## config.mk

```make
export PLATFORM = sky130hd
export DESIGN_NAME = quad_uart_memory_map_decoder
export DESIGN_NICKNAME = d
export VERILOG_FILES = /design/src/quad_uart_map_pkg.sv /design/src/quad_uart_tx_buffer.sv /design/src/quad_uart_shared_config.sv /design/src/quad_uart_memory_map_decoder.sv
export SDC_FILE = /design/constraint.sdc
export NUM_CORES = 1
export LEC_CHECK = 0
export ABC_AREA = 1
export BUFFER_PORTS_ARGS = -buffer_cell sky130_fd_sc_hd__buf_2
export CORE_AREA = 10 10 395 397
export DETAILED_ROUTE_END_ITERATION = 10
export DIE_AREA = 0 0 405 407
export GPL_TIMING_DRIVEN = 0
export HOLD_SLACK_MARGIN = 0.02
export MAX_ROUTING_LAYER = met4
export PLACE_DENSITY = 0.31
export SYNTH_ARGS = -nofsm -noshare
export SYNTH_HDL_FRONTEND = slang
export SYNTH_SLANG_ARGS = --single-unit
```

## constraint.sdc

```tcl
create_clock -name i_clock -period 7.2 [get_ports i_clock]
set_input_delay 0.36 -clock i_clock [delete_from_list [all_inputs] [get_ports i_clock]]
set_output_delay 0.36 -clock i_clock [all_outputs]
set_load 0.02 [all_outputs]
```

## src/quad_uart_map_pkg.sv

```systemverilog
// constants shared by the quad channel memory window decoder
package quad_uart_map_pkg;

  // ****************************************
  // window geometry
  // ****************************************
  localparam int unsigned ADDR_WIDTH = 32;
  localparam int unsigned WINDOW_LSB = 12;
  localparam int unsigned CHAN_COUNT = 4;
  localparam logic [9:0] REG_END = 10'h00F;
  localparam logic [9:0] CFG_BEGIN = 10'h080;
  localparam logic [9:0] CFG_END = 10'h09A;
  localparam logic [9:0] DATA_BEGIN = 10'h100;
  localparam logic [9:0] ERR_BEGIN = 10'h200;

  // ****************************************
  // shared configuration bytes, index from CFG_BEGIN
  // ****************************************
  localparam int unsigned CFG_BYTES = 28;
  localparam logic [4:0] IDX_INT_LAST = 5'h03;
  localparam logic [4:0] IDX_TIMER_GAP = 5'h05;
  localparam logic [4:0] IDX_EIGHT_X = 5'h08;
  localparam logic [4:0] IDX_FOUR_X = 5'h09;
  localparam logic [4:0] IDX_SOFT_RESET = 5'h0A;
  localparam logic [4:0] IDX_SLEEP = 5'h0B;
  localparam logic [4:0] IDX_REVISION = 5'h0C;
  localparam logic [4:0] IDX_DEVICE = 5'h0D;
  localparam logic [4:0] IDX_PIN_SEL_LO = 5'h13;
  localparam logic [4:0] IDX_PIN_SEL_HI = 5'h19;
  localparam logic [4:0] IDX_TAIL_GAP = 5'h1B;
  localparam logic [7:0] CFG_RESET = 8'h00;
  localparam logic [7:0] PIN_SEL_RESET = 8'hFF;

  // ****************************************
  // transmit staging
  // ****************************************
  localparam int unsigned TX_ENTRY_WIDTH = 37;
  localparam int unsigned TX_DEPTH = 2;

  typedef enum logic [2:0] {
    REGION_NONE,
    REGION_UART,
    REGION_CFG,
    REGION_DATA,
    REGION_ERR
  } region_type;

endpackage : quad_uart_map_pkg

```

## src/quad_uart_tx_buffer.sv

```systemverilog
// small valid/ready staging fifo for transmit data words
`timescale 1ns/10ps
module quad_uart_tx_buffer #(
  parameter int unsigned WIDTH = 37,
  parameter int unsigned DEPTH = 2
) (
  input wire logic i_clock,
  input wire logic i_rst_b,
  input wire logic i_in_valid,
  input wire logic [WIDTH-1:0] i_in_data,
  output logic o_in_ready,
  output logic o_out_valid,
  output logic [WIDTH-1:0] o_out_data,
  input wire logic i_out_ready
);
  localparam int unsigned PTR_W = (DEPTH > 1) ? $clog2(DEPTH) : 1;
  localparam int unsigned CNT_W = $clog2(DEPTH + 1);
  localparam logic [CNT_W-1:0] FULL_COUNT = CNT_W'(DEPTH);
  localparam logic [PTR_W-1:0] LAST_PTR = PTR_W'(DEPTH - 1);

  logic [WIDTH-1:0] mem_q [DEPTH];
  logic [PTR_W-1:0] wr_ptr_q;
  logic [PTR_W-1:0] rd_ptr_q;
  logic [CNT_W-1:0] count_q;
  logic [CNT_W-1:0] count_d;
  logic push;
  logic pop;

  assign push = i_in_valid && o_in_ready;
  assign pop = o_out_valid && i_out_ready;
  assign o_out_data = mem_q[rd_ptr_q];

  always_comb
  begin
    count_d = count_q;
    if (push && !pop)
    begin
      count_d = count_q + CNT_W'(1);
    end
    else if (pop && !push)
    begin
      count_d = count_q - CNT_W'(1);
    end
  end

  // flags kept as flops so both sides see registered handshakes
  always_ff @(posedge i_clock)
  begin
    if (!i_rst_b)
    begin
      count_q <= '0;
      o_in_ready <= 1'b1;
      o_out_valid <= 1'b0;
    end
    else
    begin
      count_q <= count_d;
      o_in_ready <= (count_d != FULL_COUNT);
      o_out_valid <= (count_d != '0);
    end
  end

  always_ff @(posedge i_clock)
  begin
    if (!i_rst_b)
    begin
      wr_ptr_q <= '0;
      rd_ptr_q <= '0;
    end
    else
    begin
      if (push)
      begin
        wr_ptr_q <= (wr_ptr_q == LAST_PTR) ? '0 : wr_ptr_q + PTR_W'(1);
      end
      if (pop)
      begin
        rd_ptr_q <= (rd_ptr_q == LAST_PTR) ? '0 : rd_ptr_q + PTR_W'(1);
      end
    end
  end

  always_ff @(posedge i_clock)
  begin
    if (push)
    begin
      mem_q[wr_ptr_q] <= i_in_data;
    end
  end

endmodule : quad_uart_tx_buffer

```

## src/quad_uart_shared_config.sv

```systemverilog
// shared configuration bytes reached through every channel alias
`timescale 1ns/10ps
module quad_uart_shared_config
  import quad_uart_map_pkg::*;
#(
  parameter logic [7:0] DEV_REVISION = 8'h01,
  parameter logic [7:0] DEV_CODE = 8'h5A
) (
  input wire logic i_clock,
  input wire logic i_rst_b,
  input wire logic i_wr,
  input wire logic [1:0] i_chan,
  input wire logic [2:0] i_word,
  input wire logic [3:0] i_lanes,
  input wire logic [31:0] i_wdata,
  input wire logic [31:0] i_int_flags,
  output logic [CFG_BYTES-1:0][7:0] o_image,
  output logic [7:0] o_eight_x,
  output logic [7:0] o_four_x,
  output logic [7:0] o_soft_reset,
  output logic [7:0] o_sleep
);
  // arbitrary neutral identity values above, not any real part

  logic [CFG_BYTES-1:0][7:0] byte_q;
  logic [7:0] own_mask;

  assign own_mask = 8'h01 << i_chan;

  // ****************************************
  // one storage byte per configuration entry
  // ****************************************
  genvar b;
  generate
    for (b = 0; b < CFG_BYTES; b++)
    begin : g_byte
      localparam logic [4:0] IDX = 5'(b);
      localparam logic [7:0] INIT =
        (IDX == IDX_PIN_SEL_LO || IDX == IDX_PIN_SEL_HI) ?
        PIN_SEL_RESET : CFG_RESET;
      localparam bit SHARED = (IDX == IDX_EIGHT_X) ||
        (IDX == IDX_FOUR_X) || (IDX == IDX_SOFT_RESET) ||
        (IDX == IDX_SLEEP);
      localparam bit LOCKED = (IDX <= IDX_INT_LAST) ||
        (IDX == IDX_TIMER_GAP) || (IDX == IDX_REVISION) ||
        (IDX == IDX_DEVICE) || (IDX == IDX_TAIL_GAP);
      logic hit;
      logic [7:0] wbyte;

      assign hit = i_wr && (i_word == IDX[4:2]) && i_lanes[b % 4];
      assign wbyte = i_wdata[(b % 4) * 8 +: 8];

      always_ff @(posedge i_clock)
      begin
        if (!i_rst_b)
        begin
          byte_q[b] <= INIT;
        end
        else if (LOCKED)
        begin
          byte_q[b] <= INIT;
        end
        else if (IDX == IDX_SOFT_RESET)
        begin
          // self clearing: a pulse one cycle after the write
          byte_q[b] <= hit ? (wbyte & own_mask) : CFG_RESET;
        end
        else if (hit && SHARED)
        begin
          byte_q[b] <= (byte_q[b] & ~own_mask) | (wbyte & own_mask);
        end
        else if (hit)
        begin
          byte_q[b] <= wbyte;
        end
      end

      always_comb
      begin
        if (IDX <= IDX_INT_LAST)
        begin
          o_image[b] = i_int_flags[(b % 4) * 8 +: 8];
        end
        else if (IDX == IDX_REVISION)
        begin
          o_image[b] = DEV_REVISION;
        end
        else if (IDX == IDX_DEVICE)
        begin
          o_image[b] = DEV_CODE;
        end
        else if (IDX == IDX_SOFT_RESET)
        begin
          // write-only byte reads back as zero
          o_image[b] = CFG_RESET;
        end
        else
        begin
          o_image[b] = byte_q[b];
        end
      end
    end
  endgenerate

  assign o_eight_x = byte_q[IDX_EIGHT_X];
  assign o_four_x = byte_q[IDX_FOUR_X];
  assign o_soft_reset = byte_q[IDX_SOFT_RESET];
  assign o_sleep = byte_q[IDX_SLEEP];
endmodule : quad_uart_shared_config

```

## src/quad_uart_memory_map_decoder.sv

```systemverilog
// memory window decoder for the four channel uart bridge
`timescale 1ns/10ps
module quad_uart_memory_map_decoder
  import quad_uart_map_pkg::*;
(
  input wire logic i_clock,
  input wire logic i_rst_b,
  input wire logic i_base_load,
  input wire logic [ADDR_WIDTH-1:WINDOW_LSB] i_base_value,
  input wire logic [ADDR_WIDTH-1:0] i_addr,
  input wire logic [3:0] i_byte_en,
  input wire logic [31:0] i_wdata,
  input wire logic i_wr,
  input wire logic i_rd,
  output logic [31:0] o_rdata,
  input wire logic [511:0] i_uart_regs,
  output logic o_uart_wr,
  output logic o_uart_rd,
  output logic [1:0] o_uart_chan,
  output logic [3:0] o_uart_offset,
  output logic [3:0] o_uart_be,
  output logic [31:0] o_uart_wdata,
  input wire logic [127:0] i_rx_bytes,
  input wire logic [127:0] i_line_status_value,
  output logic o_rx_pop,
  output logic [1:0] o_rx_pop_chan,
  output logic [2:0] o_rx_pop_count,
  output logic o_tx_room,
  output logic o_tx_valid,
  output logic [1:0] o_tx_chan,
  output logic [2:0] o_tx_count,
  output logic [31:0] o_tx_bytes,
  input wire logic i_tx_ready,
  input wire logic [31:0] i_int_flags,
  output logic [3:0] o_eight_times_sampling_select,
  output logic [3:0] o_four_times_sampling_select,
  output logic [3:0] o_soft_reset,
  output logic [3:0] o_sleep
);
  import quad_uart_map_pkg::*;

  // ****************************************
  // window hit and region decode
  // ****************************************
  logic [ADDR_WIDTH-1:WINDOW_LSB] base_q;
  logic base_valid_q;
  logic hit;
  logic [1:0] chan;
  logic [9:0] loc;
  logic [9:0] aligned;
  logic [3:0] lanes;
  region_type region;

  always_ff @(posedge i_clock)
  begin
    if (!i_rst_b)
    begin
      base_q <= '0;
      base_valid_q <= 1'b0;
    end
    else if (i_base_load)
    begin
      base_q <= i_base_value;
      base_valid_q <= 1'b1;
    end
  end

  assign hit = base_valid_q && i_addr[ADDR_WIDTH-1:WINDOW_LSB] == base_q;
  assign chan = i_addr[11:10];
  assign loc = i_addr[9:0];
  assign aligned = {loc[9:2], 2'b00};
  // lanes below the start address never take part
  assign lanes = i_byte_en & (4'hF << i_addr[1:0]);

  always_comb
  begin
    if (!hit)
    begin
      region = REGION_NONE;
    end
    else if (aligned >= ERR_BEGIN)
    begin
      region = REGION_ERR;
    end
    else if (aligned >= DATA_BEGIN)
    begin
      region = REGION_DATA;
    end
    else if (aligned >= CFG_BEGIN && aligned <= CFG_END)
    begin
      region = REGION_CFG;
    end
    else if (aligned <= REG_END)
    begin
      region = REGION_UART;
    end
    else
    begin
      region = REGION_NONE;
    end
  end

  // ****************************************
  // lane assembly for reads and transmit packing
  // ****************************************
  logic [CFG_BYTES-1:0][7:0] cfg_image;
  logic [31:0] rd_word;
  logic [31:0] tx_word;
  logic [2:0] rank;
  logic [2:0] tx_rank;
  logic [8:0] reg_bit;
  logic [6:0] rx_bit;
  logic [6:0] st_bit;

  always_comb
  begin
    rd_word = 32'h0000_0000;
    tx_word = 32'h0000_0000;
    rank = 3'h0;
    tx_rank = 3'h0;
    reg_bit = 9'h000;
    rx_bit = 7'h00;
    st_bit = 7'h00;
    for (int j = 0; j < 4; j++)
    begin
      if (lanes[j])
      begin
        reg_bit = {chan, loc[3:2], j[1:0], 3'b000};
        rx_bit = {chan, rank[1:0], 3'b000};
        st_bit = (j[0] && lanes[j-1]) ?
          {chan, rank[1:0] - 2'b01, 3'b000} : rx_bit;
        tx_word[{tx_rank[1:0], 3'b000} +: 8] = i_wdata[j*8 +: 8];
        tx_rank = tx_rank + 3'h1;
        case (region)
          REGION_UART:
          begin
            rd_word[j*8 +: 8] = i_uart_regs[reg_bit +: 8];
          end
          REGION_CFG:
          begin
            rd_word[j*8 +: 8] = cfg_image[{loc[4:2], j[1:0]}];
          end
          REGION_DATA:
          begin
            rd_word[j*8 +: 8] = i_rx_bytes[rx_bit +: 8];
            rank = rank + 3'h1;
          end
          REGION_ERR:
          begin
            // odd lanes carry the status of the byte just below them, or of the next unread byte when that lane is off
            if (j[0])
            begin
              rd_word[j*8 +: 8] = i_line_status_value[st_bit +: 8];
            end
            else
            begin
              rd_word[j*8 +: 8] = i_rx_bytes[rx_bit +: 8];
              rank = rank + 3'h1;
            end
          end
          default:
          begin
            rd_word[j*8 +: 8] = 8'h00;
          end
        endcase
      end
    end
  end

  // ****************************************
  // read answer, one cycle after the strobe
  // ****************************************
  always_ff @(posedge i_clock)
  begin
    if (!i_rst_b)
    begin
      o_rdata <= 32'h0000_0000;
    end
    else
    begin
      o_rdata <= i_rd ? rd_word : 32'h0000_0000;
    end
  end

  // ****************************************
  // receive pops
  // ****************************************
  logic rx_read;

  assign rx_read = i_rd && (region == REGION_DATA || region == REGION_ERR);

  always_ff @(posedge i_clock)
  begin
    if (!i_rst_b)
    begin
      o_rx_pop <= 1'b0;
      o_rx_pop_chan <= 2'b00;
      o_rx_pop_count <= 3'h0;
    end
    else
    begin
      o_rx_pop <= rx_read && (rank != 3'h0);
      o_rx_pop_chan <= chan;
      o_rx_pop_count <= rx_read ? rank : 3'h0;
    end
  end

  // ****************************************
  // channel register port
  // ****************************************
  always_ff @(posedge i_clock)
  begin
    if (!i_rst_b)
    begin
      o_uart_wr <= 1'b0;
      o_uart_rd <= 1'b0;
      o_uart_chan <= 2'b00;
      o_uart_offset <= 4'h0;
      o_uart_be <= 4'h0;
      o_uart_wdata <= 32'h0000_0000;
    end
    else
    begin
      o_uart_wr <= i_wr && (region == REGION_UART) && (lanes != 4'h0);
      o_uart_rd <= i_rd && (region == REGION_UART) && (lanes != 4'h0);
      o_uart_chan <= chan;
      o_uart_offset <= {loc[3:2], 2'b00};
      o_uart_be <= lanes;
      o_uart_wdata <= i_wdata;
    end
  end

  // ****************************************
  // transmit staging, writes refused while full
  // ****************************************
  logic tx_push;
  logic [TX_ENTRY_WIDTH-1:0] tx_head;

  // a write with no room is dropped: the host must watch o_tx_room
  assign tx_push = i_wr && (region == REGION_DATA) && (tx_rank != 3'h0);

  quad_uart_tx_buffer #(
    .WIDTH(TX_ENTRY_WIDTH),
    .DEPTH(TX_DEPTH)
  ) u_tx_buffer (
    .i_clock(i_clock),
    .i_rst_b(i_rst_b),
    .i_in_valid(tx_push),
    .i_in_data({chan, tx_rank, tx_word}),
    .o_in_ready(o_tx_room),
    .o_out_valid(o_tx_valid),
    .o_out_data(tx_head),
    .i_out_ready(i_tx_ready)
  );

  assign o_tx_chan = tx_head[36:35];
  assign o_tx_count = tx_head[34:32];
  assign o_tx_bytes = tx_head[31:0];

  // ****************************************
  // shared configuration bytes
  // ****************************************
  logic [7:0] eight_x;
  logic [7:0] four_x;
  logic [7:0] soft_reset;
  logic [7:0] sleep_bits;

  quad_uart_shared_config u_shared_config (
    .i_clock(i_clock),
    .i_rst_b(i_rst_b),
    .i_wr(i_wr && (region == REGION_CFG)),
    .i_chan(chan),
    .i_word(loc[4:2]),
    .i_lanes(lanes),
    .i_wdata(i_wdata),
    .i_int_flags(i_int_flags),
    .o_image(cfg_image),
    .o_eight_x(eight_x),
    .o_four_x(four_x),
    .o_soft_reset(soft_reset),
    .o_sleep(sleep_bits)
  );

  assign o_eight_times_sampling_select = eight_x[3:0];
  assign o_four_times_sampling_select = four_x[3:0];
  assign o_soft_reset = soft_reset[3:0];
  assign o_sleep = sleep_bits[3:0];
endmodule : quad_uart_memory_map_decoder

```

==> impl_metrics.tcl, run 1 <==
set metrics [dict create \
    cp.required_ns 7.65 \
    hold_viol 0 \
    grt_pass1_wl_um 300000 \
    cpMostUsedCell "nand2_1" \
    yosysWarnings 0 \
    finalClockSkew_ns 0.0452 \
    holdPathEnd "o_uart_wdata[6]" \
    grt_pass1_vias 29600 \
    cts_max_level 2 \
    routed_wl_um 237000 \
    hold_path.class "in2reg" \
    crit_fanout 10 \
    vdd_drop_max_uv 153 \
    clk_path_buf_depth 3 \
    coreArea_um2 147000 \
    cts_sinks 324 \
    pwr_density_cell_nw_per_um2 178 \
    drt-wirelength-per-cell_um 37.6 \
    drt_first_pass_iters 6 \
    drc 0 \
    synth_commonest_cells "nand2_1, o21ai_0, o22ai_1, nand3_1, inv_1" \
    cts_tree "done" \
    max_stage_delay_ns 0.36 \
    layout-drive-gt1-share_pct 29.2 \
    r2r_slack_ns 0.32 \
    grt_usage_pct 27.9 \
    cp-end-kind "register" \
    syn_inst 3193 \
    synth_flop_cell "dfxtp_1" \
    hold_depth 3 \
    synth_edf_count 74 \
    crit_type "reg2reg" \
    arrival_ns 7.33 \
    io_buffers 1023 \
    critPathLaunchType "register" \
    min_period_ns 6.88 \
    status "complete, but fails checks" \
    die_h_um 407 \
    worstReg2RegStart "base_q[31]" \
    ant_nets 0 \
    clock_insertion_delay_worst_skew_ns 0.62 \
    yosysTopAreaCell "dfxtp_1" \
    vias 30600 \
    grt_max_degree 28 \
    gp_congestion 0.971 \
    syn_area_um2 21600 \
    dieWidth_um 405 \
    detailed_place_hpwl_um 200000 \
    failed_checks "max-capacitance violations, max-slew violations" \
    cts_buffers 45 \
    r2r_end "o_rdata[25]" \
    max-slew-margin-rel_pct -12.7 \
    syn_to_final_growth_pct 43.8 \
    initial_core_util_pct 14.6 \
    yosysUniqueCellTypes 55 \
    seq_area_frac_synth_pct 33.5 \
    final_cell_area_um2 31000 \
    drtIter0Drc 3292 \
    row_count 141 \
    tightest_slew_ns 1.67 \
    dieArea_um2 165000 \
    synth_area_leaders "dfxtp_1, nand2_1, edfxtp_1, o22ai_1, o21ai_0" \
    ys_ff_latch 324 \
    placed_cell_area_um2 29200 \
    reg2reg_depth 34 \
    period_share_pct 95.6 \
    finalSetupViolCount 0 \
    nets 5191 \
    leakage_uw 0.0137 \
    path_clk_slew_ns 0.06 \
    syn_area_per_cell_um2 6.75 \
    synth-async-reset-ratio_pct 0 \
    root_buffer "clkbuf_16" \
    final_core_util_pct 21.0 \
    slowest_stage "buf_2" \
    rsz0062_at_grt "no" \
    drv_cap 4 \
    grt_overflow 0 \
    min_from "i_wdata[6]" \
    ios 1031 \
    synth_top_cell_area_share_pct 23.2 \
    finalMaxSlewViolations 17 \
    yosysMostFrequentCell "nand2_1" \
    via_per_inst 4.86 \
    antenna_found_initial 88 \
    fmax_mhz 145 \
]
==> cell families (layout without fill, tap and decap cells) <==
kind of cell | count (synthesis) | after routing | share of synthesized area [%]
XOR/XNOR | 7 | 7 | 0.284
other | 1 | 54 | 0.0174
AO/OA/AOI/OAI | 1043 | 1043 | 29.0
buffers and inverters | 549 | 1676 | 10.3
adder cells (fa/ha/maj) | 13 | 13 | 0.755
flip-flops | 324 | 324 | 33.5
multiplexers | 37 | 37 | 1.93
AND/OR/NAND/NOR | 1219 | 1219 | 24.2
==> stage by stage <==
stage	hold WS [ns]	power (uW)	std cells	worst slack (ns)	setup TNS, ns
floorplan	0.420	2390	3194	1.98	0
global placement	0.434	3230	6147	-2.32	-186.75
detailed placement	0.439	3230	6152	-1.88	-14.20
CTS	0.0220	5550	6250	0.0473	0
global route	0.0503	5690	6295	0.0386	0
finish	0.0446	5510	6303	0.319	0
==> flip-flops by register name, indices dropped and copies added, names as in the netlist, 2 cells and up, named ones only <==
name,cells
base_q,20
o_uart_chan,2
o_rdata,32
u_shared_config.o_eight_x,4
o_uart_offset,2
u_shared_config.o_image,128
o_rx_pop_count,3
u_tx_buffer.mem_q,74
u_shared_config.o_four_x,4
o_uart_wdata,32
o_uart_be,4
u_shared_config.o_sleep,4
u_shared_config.o_soft_reset,4
u_tx_buffer.count_q,2
==> final cells by class <==
type	instances	area [um^2]
Clock inverter	23	186
Inverter	292	1100
Buffer	256	1140
Clock buffer	61	1290
Sequential cell	324	7230
Fill cell	17100	116000
Antenna cell	52	130
Timing Repair Buffer	1044	5360
Tap cell	1930	2410
Multi-Input combinational cell	2321	12200
==> routing by layer <==
layer / up-vias / wire length (um) / track usage, %
li1: 13600 / - / -
met1: 15200 / 106000 / 36.8
met2: 1628 / 108000 / 44.1
met3: 199 / 19300 / 6.26
met4: 0 / 4090 / 4.31
met5: - / 0 / -
==> timing repair <==
item / in CTS / in global routing
gates resized for setup: 7 / 3
endpoints found under the setup margin: 8 / 8
hold endpoints to repair: 13 / 0
hold buffers: 13 / 0
gates cloned: 0 / 0
pin swaps: 1 / 1
buffers inserted: 2 / 1
==> worst max-delay path: cells and delay by family, from the launching register on <==
kind            cells  cell delay, ns
compound gates      3            0.44
fa+ha+maj           3            0.83
buf+inv            10            2.31
flops               1            0.33
simple gates       18            2.77
==> how the worst max path moves through the flow <==
stage                                           to  slack, ns  startpoint
after floorplan            u_tx_buffer.mem_q[1][0]       1.98   i_addr[0]
after global placement    u_tx_buffer.mem_q[1][21]      -2.32   i_addr[0]
after detailed placement               o_rdata[25]      -1.88   i_addr[0]
after CTS                              o_rdata[25]       0.05  base_q[31]
after global routing                   o_rdata[25]       0.04  base_q[31]
final                                  o_rdata[25]       0.32  base_q[31]
==> where the power goes <==
group / internal, uW / switching (uW)
clock: 1330 / 955
sequential: 1880 / 8.30
combinational: 399 / 946
==> cell usage in the layout, fill, tap and decap left out, types with 12 or more instances in the layout <==
master	count
dfxtp_1	250
mux2_2	37
buf_4	24
o21ai_0	331
inv_1	273
a221oi_1	28
o21a_1	15
clkinv_1	15
diode_2	52
ha_1	13
o32ai_1	19
a21oi_1	191
nand3b_1	12
clkbuf_16	45
a22oi_1	15
nand2_1	625
nor2_1	201
nand3_1	282
dlygate4sd3_1	13
nor3_1	31
clkbuf_1	149
o211ai_1	33
edfxtp_1	74
a31oi_1	15
o22ai_1	314
buf_1	34
a211oi_1	12
buf_2	1066
nand4_1	23
o221ai_1	23
(Power assumes the default switching activity.)
==> run 2: changes to the inputs <==
--- a/config.mk
+++ b/config.mk
@@ -12,7 +12,6 @@
 export DIE_AREA = 0 0 405 407
 export GPL_TIMING_DRIVEN = 0
 export HOLD_SLACK_MARGIN = 0.02
-export MAX_ROUTING_LAYER = met4
 export PLACE_DENSITY = 0.31
 export SYNTH_ARGS = -nofsm -noshare
 export SYNTH_HDL_FRONTEND = slang
==> impl_metrics.tcl, run 2 (synthesis gave the netlist of run 1 again) <==
set metrics [dict create \
    gp_congestion 0.951 \
    drc 0 \
    layout_common_cells "buf_2, nand2_1, o21ai_0, o22ai_1, nand3_1" \
    detailed_place_hpwl_um 199000 \
    clock_power_share_pct 42.7 \
    placed_cell_area_um2 29200 \
    cts_buffers 46 \
    dieWidth_um 405 \
    layout-drive-gt1-share_pct 29.3 \
    rsz0062_at_grt "no" \
    hold_viol 0 \
    drtIter0Drc 3269 \
    cp.required_ns 7.67 \
    critPathLaunchType "input port" \
    row_count 141 \
    final_common_cell "buf_2" \
    syn_to_final_growth_pct 44.5 \
    arrival_ns 7.27 \
    worstReg2RegStart "base_q[31]" \
    grt_pass1_wl_um 300000 \
    leakage_uw 0.0138 \
    vdd_drop_max_uv 168 \
    root_buffer "clkbuf_16" \
    fin_hold_ws_ns 0.0507 \
    cts_max_level 2 \
    p_sw_uw 1930 \
    fmax_mhz 147 \
    crit_fanout 16 \
    reg2reg_depth 34 \
    min_period_ns 6.81 \
    power_frac_seq_pct 33.4 \
    dp_slack_ns -1.97 \
    clk_path_buf_depth 3 \
    endpoint "o_rdata[25]" \
    grt_pass1_vias 29900 \
    crit_type "in2reg" \
    final_core_util_pct 21.1 \
    n_fill_cell 17200 \
    grt_max_degree 29 \
    postLayoutSetupSlackWorst_ns 0.392 \
    dieArea_um2 165000 \
    drv_cap 3 \
    switching_share_pct 34.3 \
    largest_register_ffs 128 \
    antenna_found_initial 82 \
    ios 1031 \
    pwr_density_cell_nw_per_um2 181 \
    grt_usage_pct 27.0 \
    die_h_um 407 \
    r2r_end "o_rdata[25]" \
    vias 30600 \
    p_comb_share_pct 23.9 \
    finalSetupViolCount 0 \
    cp-startpoint "i_addr[0]" \
    cp-end-kind "register" \
    ant_nets 0 \
    p_int_uw 3710 \
    initial_core_util_pct 14.6 \
    routed_wl_um 236000 \
    finalClockSkew_ns 0.0563 \
    final_cell_area_um2 31200 \
    drt_first_pass_iters 5 \
    path_clk_slew_ns 0.06 \
    cts_sinks 324 \
    hold_path.class "in2reg" \
    cts_tree "done" \
    coreArea_um2 147000 \
    clock_insertion_delay_worst_skew_ns 0.63 \
    period_share_pct 94.6 \
    finalPower_uw 5640 \
    via_per_inst 4.87 \
    tightest_slew_ns 1.54 \
    status "complete, but fails checks" \
    nets 5204 \
    io_buffers 1023 \
    failed_checks "max-capacitance violations, max-slew violations" \
    grt_overflow 0 \
    drt-wirelength-per-cell_um 37.5 \
    max-slew-margin-rel_pct -2.35 \
    finalMaxSlewViolations 25 \
    r2r_slack_ns 0.40 \
]
[run 2: critical path: stages]
cell,delay [ns]
buf_2,0.08
inv_1,0.07
nand2_1,0.43
nor2_2,0.29
inv_1,0.14
clkbuf_1,1.12
nor2_4,0.16
ha_1,0.28
nand2_1,0.45
clkinvlp_4,0.61
ha_1,0.49
o21ai_4,0.34
inv_2,0.16
buf_2,0.27
ha_1,0.32
inv_1,0.12
o21ai_4,0.07
buf_12,0.17
inv_2,0.21
clkbuf_2,0.34
nand3_1,0.21
nand2_1,0.13
nand2_1,0.06
nand2_1,0.18
nor2_1,0.06
nand2_1,0.06
a21oi_1,0.05
[run 2: area by class of cell]
| class | count | area (um^2) | area share, % |
|---|---|---|---|
| repair buffers | 1056 | 5480 | 17.6 |
| well taps | 1930 | 2410 | 7.75 |
| multi-input cells | 2321 | 12200 | 39.1 |
| flip-flops and latches | 324 | 7230 | 23.2 |
| clock buffers | 66 | 1320 | 4.22 |
| plain buffers | 256 | 1130 | 3.64 |
| inverters | 292 | 1100 | 3.53 |
| diodes | 25 | 62.6 | 0.201 |
| clock inverters | 19 | 253 | 0.811 |
[run 2: worst min path at each step]
stage	depth (start not counted)	slack (ns)	end	start
after floorplan	2	0.42	u_shared_config.o_image[210]	u_shared_config.o_image[210]
after global placement	2	0.43	u_shared_config.o_image[148]	u_shared_config.o_image[148]
after detailed placement	2	0.44	u_shared_config.o_image[144]	u_shared_config.o_image[144]
after CTS	3	0.02	base_q[28]	i_base_load
after global routing	3	0.06	base_q[23]	i_base_value[23]
final	3	0.05	base_q[28]	i_base_load
[run 2: power groups by stage]
| stage | registers, uW | logic (uW) | clock network (uW) |
|---|---|---|---|
| finish | 1890 | 1350 | 2410 |
| floorplan | 1940 | 455 | 0 |
| global placement | 1920 | 1300 | 0 |
| global route | 1890 | 1400 | 2550 |
| detailed placement | 1920 | 1300 | 0 |
| CTS | 1890 | 1320 | 2480 |
[run 2: what timing repair did]
| item | 4_1_cts | 5_1_grt |
|---|---|---|
| pin swaps | 1 | 1 |
| cloned | 0 | 0 |
| endpoints found under the hold margin | 20 | 0 |
| gates resized for setup | 6 | 5 |
| hold buffers | 21 | 0 |
| setup buffers | 2 | 4 |
| endpoints found under the setup margin | 8 | 8 |
[run 2: stage by stage]
| step | setup TNS (ns) | cells |
|---|---|---|
| after CTS | 0 | 6258 |
| after global placement | -184.68 | 6147 |
| after floorplan | 0 | 3194 |
| final | 0 | 6289 |
| after detailed placement | -16.95 | 6151 |
| after global routing | 0 | 6272 |
[run 2: per-layer routing]
layer  routed length [um]  global-route usage, %  vias to the layer above
li1                     -                      -                    13500
met1               103000                   36.0                    15200
met2               106000                   43.6                     1576
met3                21200                   7.52                      241
met4                 4580                   5.15                       48
met5                  311                      0                        -
==> run 3: changes to the inputs <==
--- a/config.mk
+++ b/config.mk
@@ -8,6 +8,7 @@
 export ABC_AREA = 1
 export BUFFER_PORTS_ARGS = -buffer_cell sky130_fd_sc_hd__buf_2
 export CORE_AREA = 10 10 395 397
+export CTS_BUF_LIST = sky130_fd_sc_hd__clkbuf_8
 export DETAILED_ROUTE_END_ITERATION = 10
 export DIE_AREA = 0 0 405 407
 export GPL_TIMING_DRIVEN = 0
==> impl_metrics.tcl, run 3 (synthesis gave the netlist of run 1 again) <==
set metrics [dict create \
    status "complete, but fails checks" \
    failed_checks "max-capacitance violations" \
    drtIter0Drc 3133 \
    max_stage_delay_ns 0.38 \
    cts_sinks 324 \
    ios 1031 \
    min_period_ns 6.91 \
    hold_path.class "in2reg" \
    arrival_ns 7.45 \
    dieArea_um2 165000 \
    dieWidth_um 405 \
    worstReg2RegStart "base_q[31]" \
    n_fill_cell 17300 \
    nets 5249 \
    antenna_found_initial 83 \
    vias 30900 \
    via_per_inst 4.86 \
    cp-end-kind "register" \
    cts_max_level 3 \
    initial_core_util_pct 14.6 \
    path_clk_slew_ns 0.06 \
    crit_buf_inv 10 \
    drt-wirelength-per-cell_um 37.2 \
    grt_max_degree 29 \
    layout-drive-gt1-share_pct 29.4 \
    dp_slack_ns -1.97 \
    max-slew-margin-rel_pct 0.195 \
    dp.cells 6151 \
    grt_overflow 0 \
    clk_path_buf_depth 3 \
    min_from "i_wdata[24]" \
    detailed_place_hpwl_um 199000 \
    grt_usage_pct 27.2 \
    cts_buffers 71 \
    slowest_stage "buf_2" \
    hold_viol 0 \
    drc 0 \
    io_buffers 1023 \
    postLayoutSetupSlackWorst_ns 0.288 \
    routed_wl_um 236000 \
    finalClockSkew_ns 0.0527 \
    coreArea_um2 147000 \
    finalMaxSlewViolations 0 \
    cpMostUsedCell "nand2_1" \
    syn_to_final_growth_pct 44.9 \
    drt_first_pass_iters 6 \
    cts_tree "done" \
    leakage_uw 0.0140 \
    gp_congestion 0.951 \
    grt_pass1_wl_um 301000 \
    fmax_mhz 145 \
    largest_register_ffs 128 \
    critPathLaunchType "register" \
    final_core_util_pct 21.2 \
    grt_pass1_vias 30300 \
    tightest_slew_ns 1.50 \
    rsz0062_at_grt "no" \
    r2r_slack_ns 0.29 \
    crit_fanout 10 \
    finalSetupViolCount 0 \
    ant_nets 0 \
    r2r_end "o_rdata[25]" \
    reg2reg_depth 34 \
    holdPathEnd "o_uart_wdata[24]" \
    hold_depth 3 \
    layout.cells.non_filler 6355 \
    clock_insertion_delay_worst_skew_ns 0.69 \
    tns_ns 0 \
    root_buffer "clkbuf_8" \
    cp.required_ns 7.74 \
    vdd_drop_max_uv 115 \
    period_share_pct 96.0 \
    row_count 141 \
    drv_cap 2 \
    final_common_cell "buf_2" \
    pwr_density_cell_nw_per_um2 172 \
    layout_common_cells "buf_2, nand2_1, o21ai_0, o22ai_1, inv_1" \
    cpLargestDelayFamily "simple AND/OR/NAND/NOR gates" \
    crit_type "reg2reg" \
    die_h_um 407 \
]
[run 3: changes by cell type in the layout (fill, tap and decap cells not counted), sizes merged]
cell	delta
clkbuf	+15
diode	+5
dlygate4sd3	+21
bufinv	-1
clkinvlp	+2
inv	+24
[run 3: worst max-delay path by stage]
| stage | from | to | depth (start not counted) |
|---|---|---|---|
| after floorplan | i_addr[0] | u_tx_buffer.mem_q[1][0] | 19 |
| after detailed placement | i_addr[0] | o_rdata[25] | 27 |
| final | base_q[31] | o_rdata[25] | 34 |
| after global placement | i_addr[0] | u_tx_buffer.mem_q[0][21] | 17 |
| after CTS | base_q[31] | o_rdata[25] | 33 |
| after global routing | base_q[26] | o_rdata[30] | 33 |
[run 3: area by class of cell]
| class | count | area, um^2 | share of cell area [%] |
|---|---|---|---|
| multi-input cells | 2321 | 12200 | 38.9 |
| flip-flops and latches | 324 | 7230 | 23.1 |
| repair buffers | 1077 | 5690 | 18.2 |
| well taps | 1930 | 2410 | 7.73 |
| plain buffers | 255 | 1130 | 3.62 |
| clock buffers | 82 | 1130 | 3.61 |
| inverters | 292 | 1100 | 3.52 |
| clock inverters | 44 | 312 | 0.997 |
| diodes | 30 | 75.1 | 0.240 |
[run 3: metal layers]
metal  global-route usage (%)  vias up  routed length [um]
li1                         -    13600                   -
met3                     7.53      292               21000
met2                     43.7     1604              106000
met1                     36.0    15300              103000
met4                     5.86       46                5630
met5                        0        -                 300
[run 3: worst min-delay path, cell delays in order]
cell and delay, ns:
buf_2 0.19, nand2_1 0.08, inv_1 0.03
[run 3: power by group]
| part | internal [uW] | switching (uW) |
|---|---|---|
| clock network | 1160 | 986 |
| registers | 1880 | 7.95 |
| logic | 411 | 945 |
| total | 3440 | 1940 |
[run 3: stage by stage]
stage	instance area, um^2	power (uW)	hold slack [ns]
after floorplan	21600	2390	0.420
after global placement	29100	3230	0.434
after detailed placement	29200	3230	0.440
after CTS	31100	5450	0.0225
after global routing	31200	5600	0.0628
final	31200	5380	0.0658
[run 3: what timing repair did]
action                     CTS  global route
hold endpoints to repair    54             0
hold buffers                42             0
setup endpoints to repair    8             8
buffers inserted             2             4
pin swaps                    1             1
resized for setup            6             2
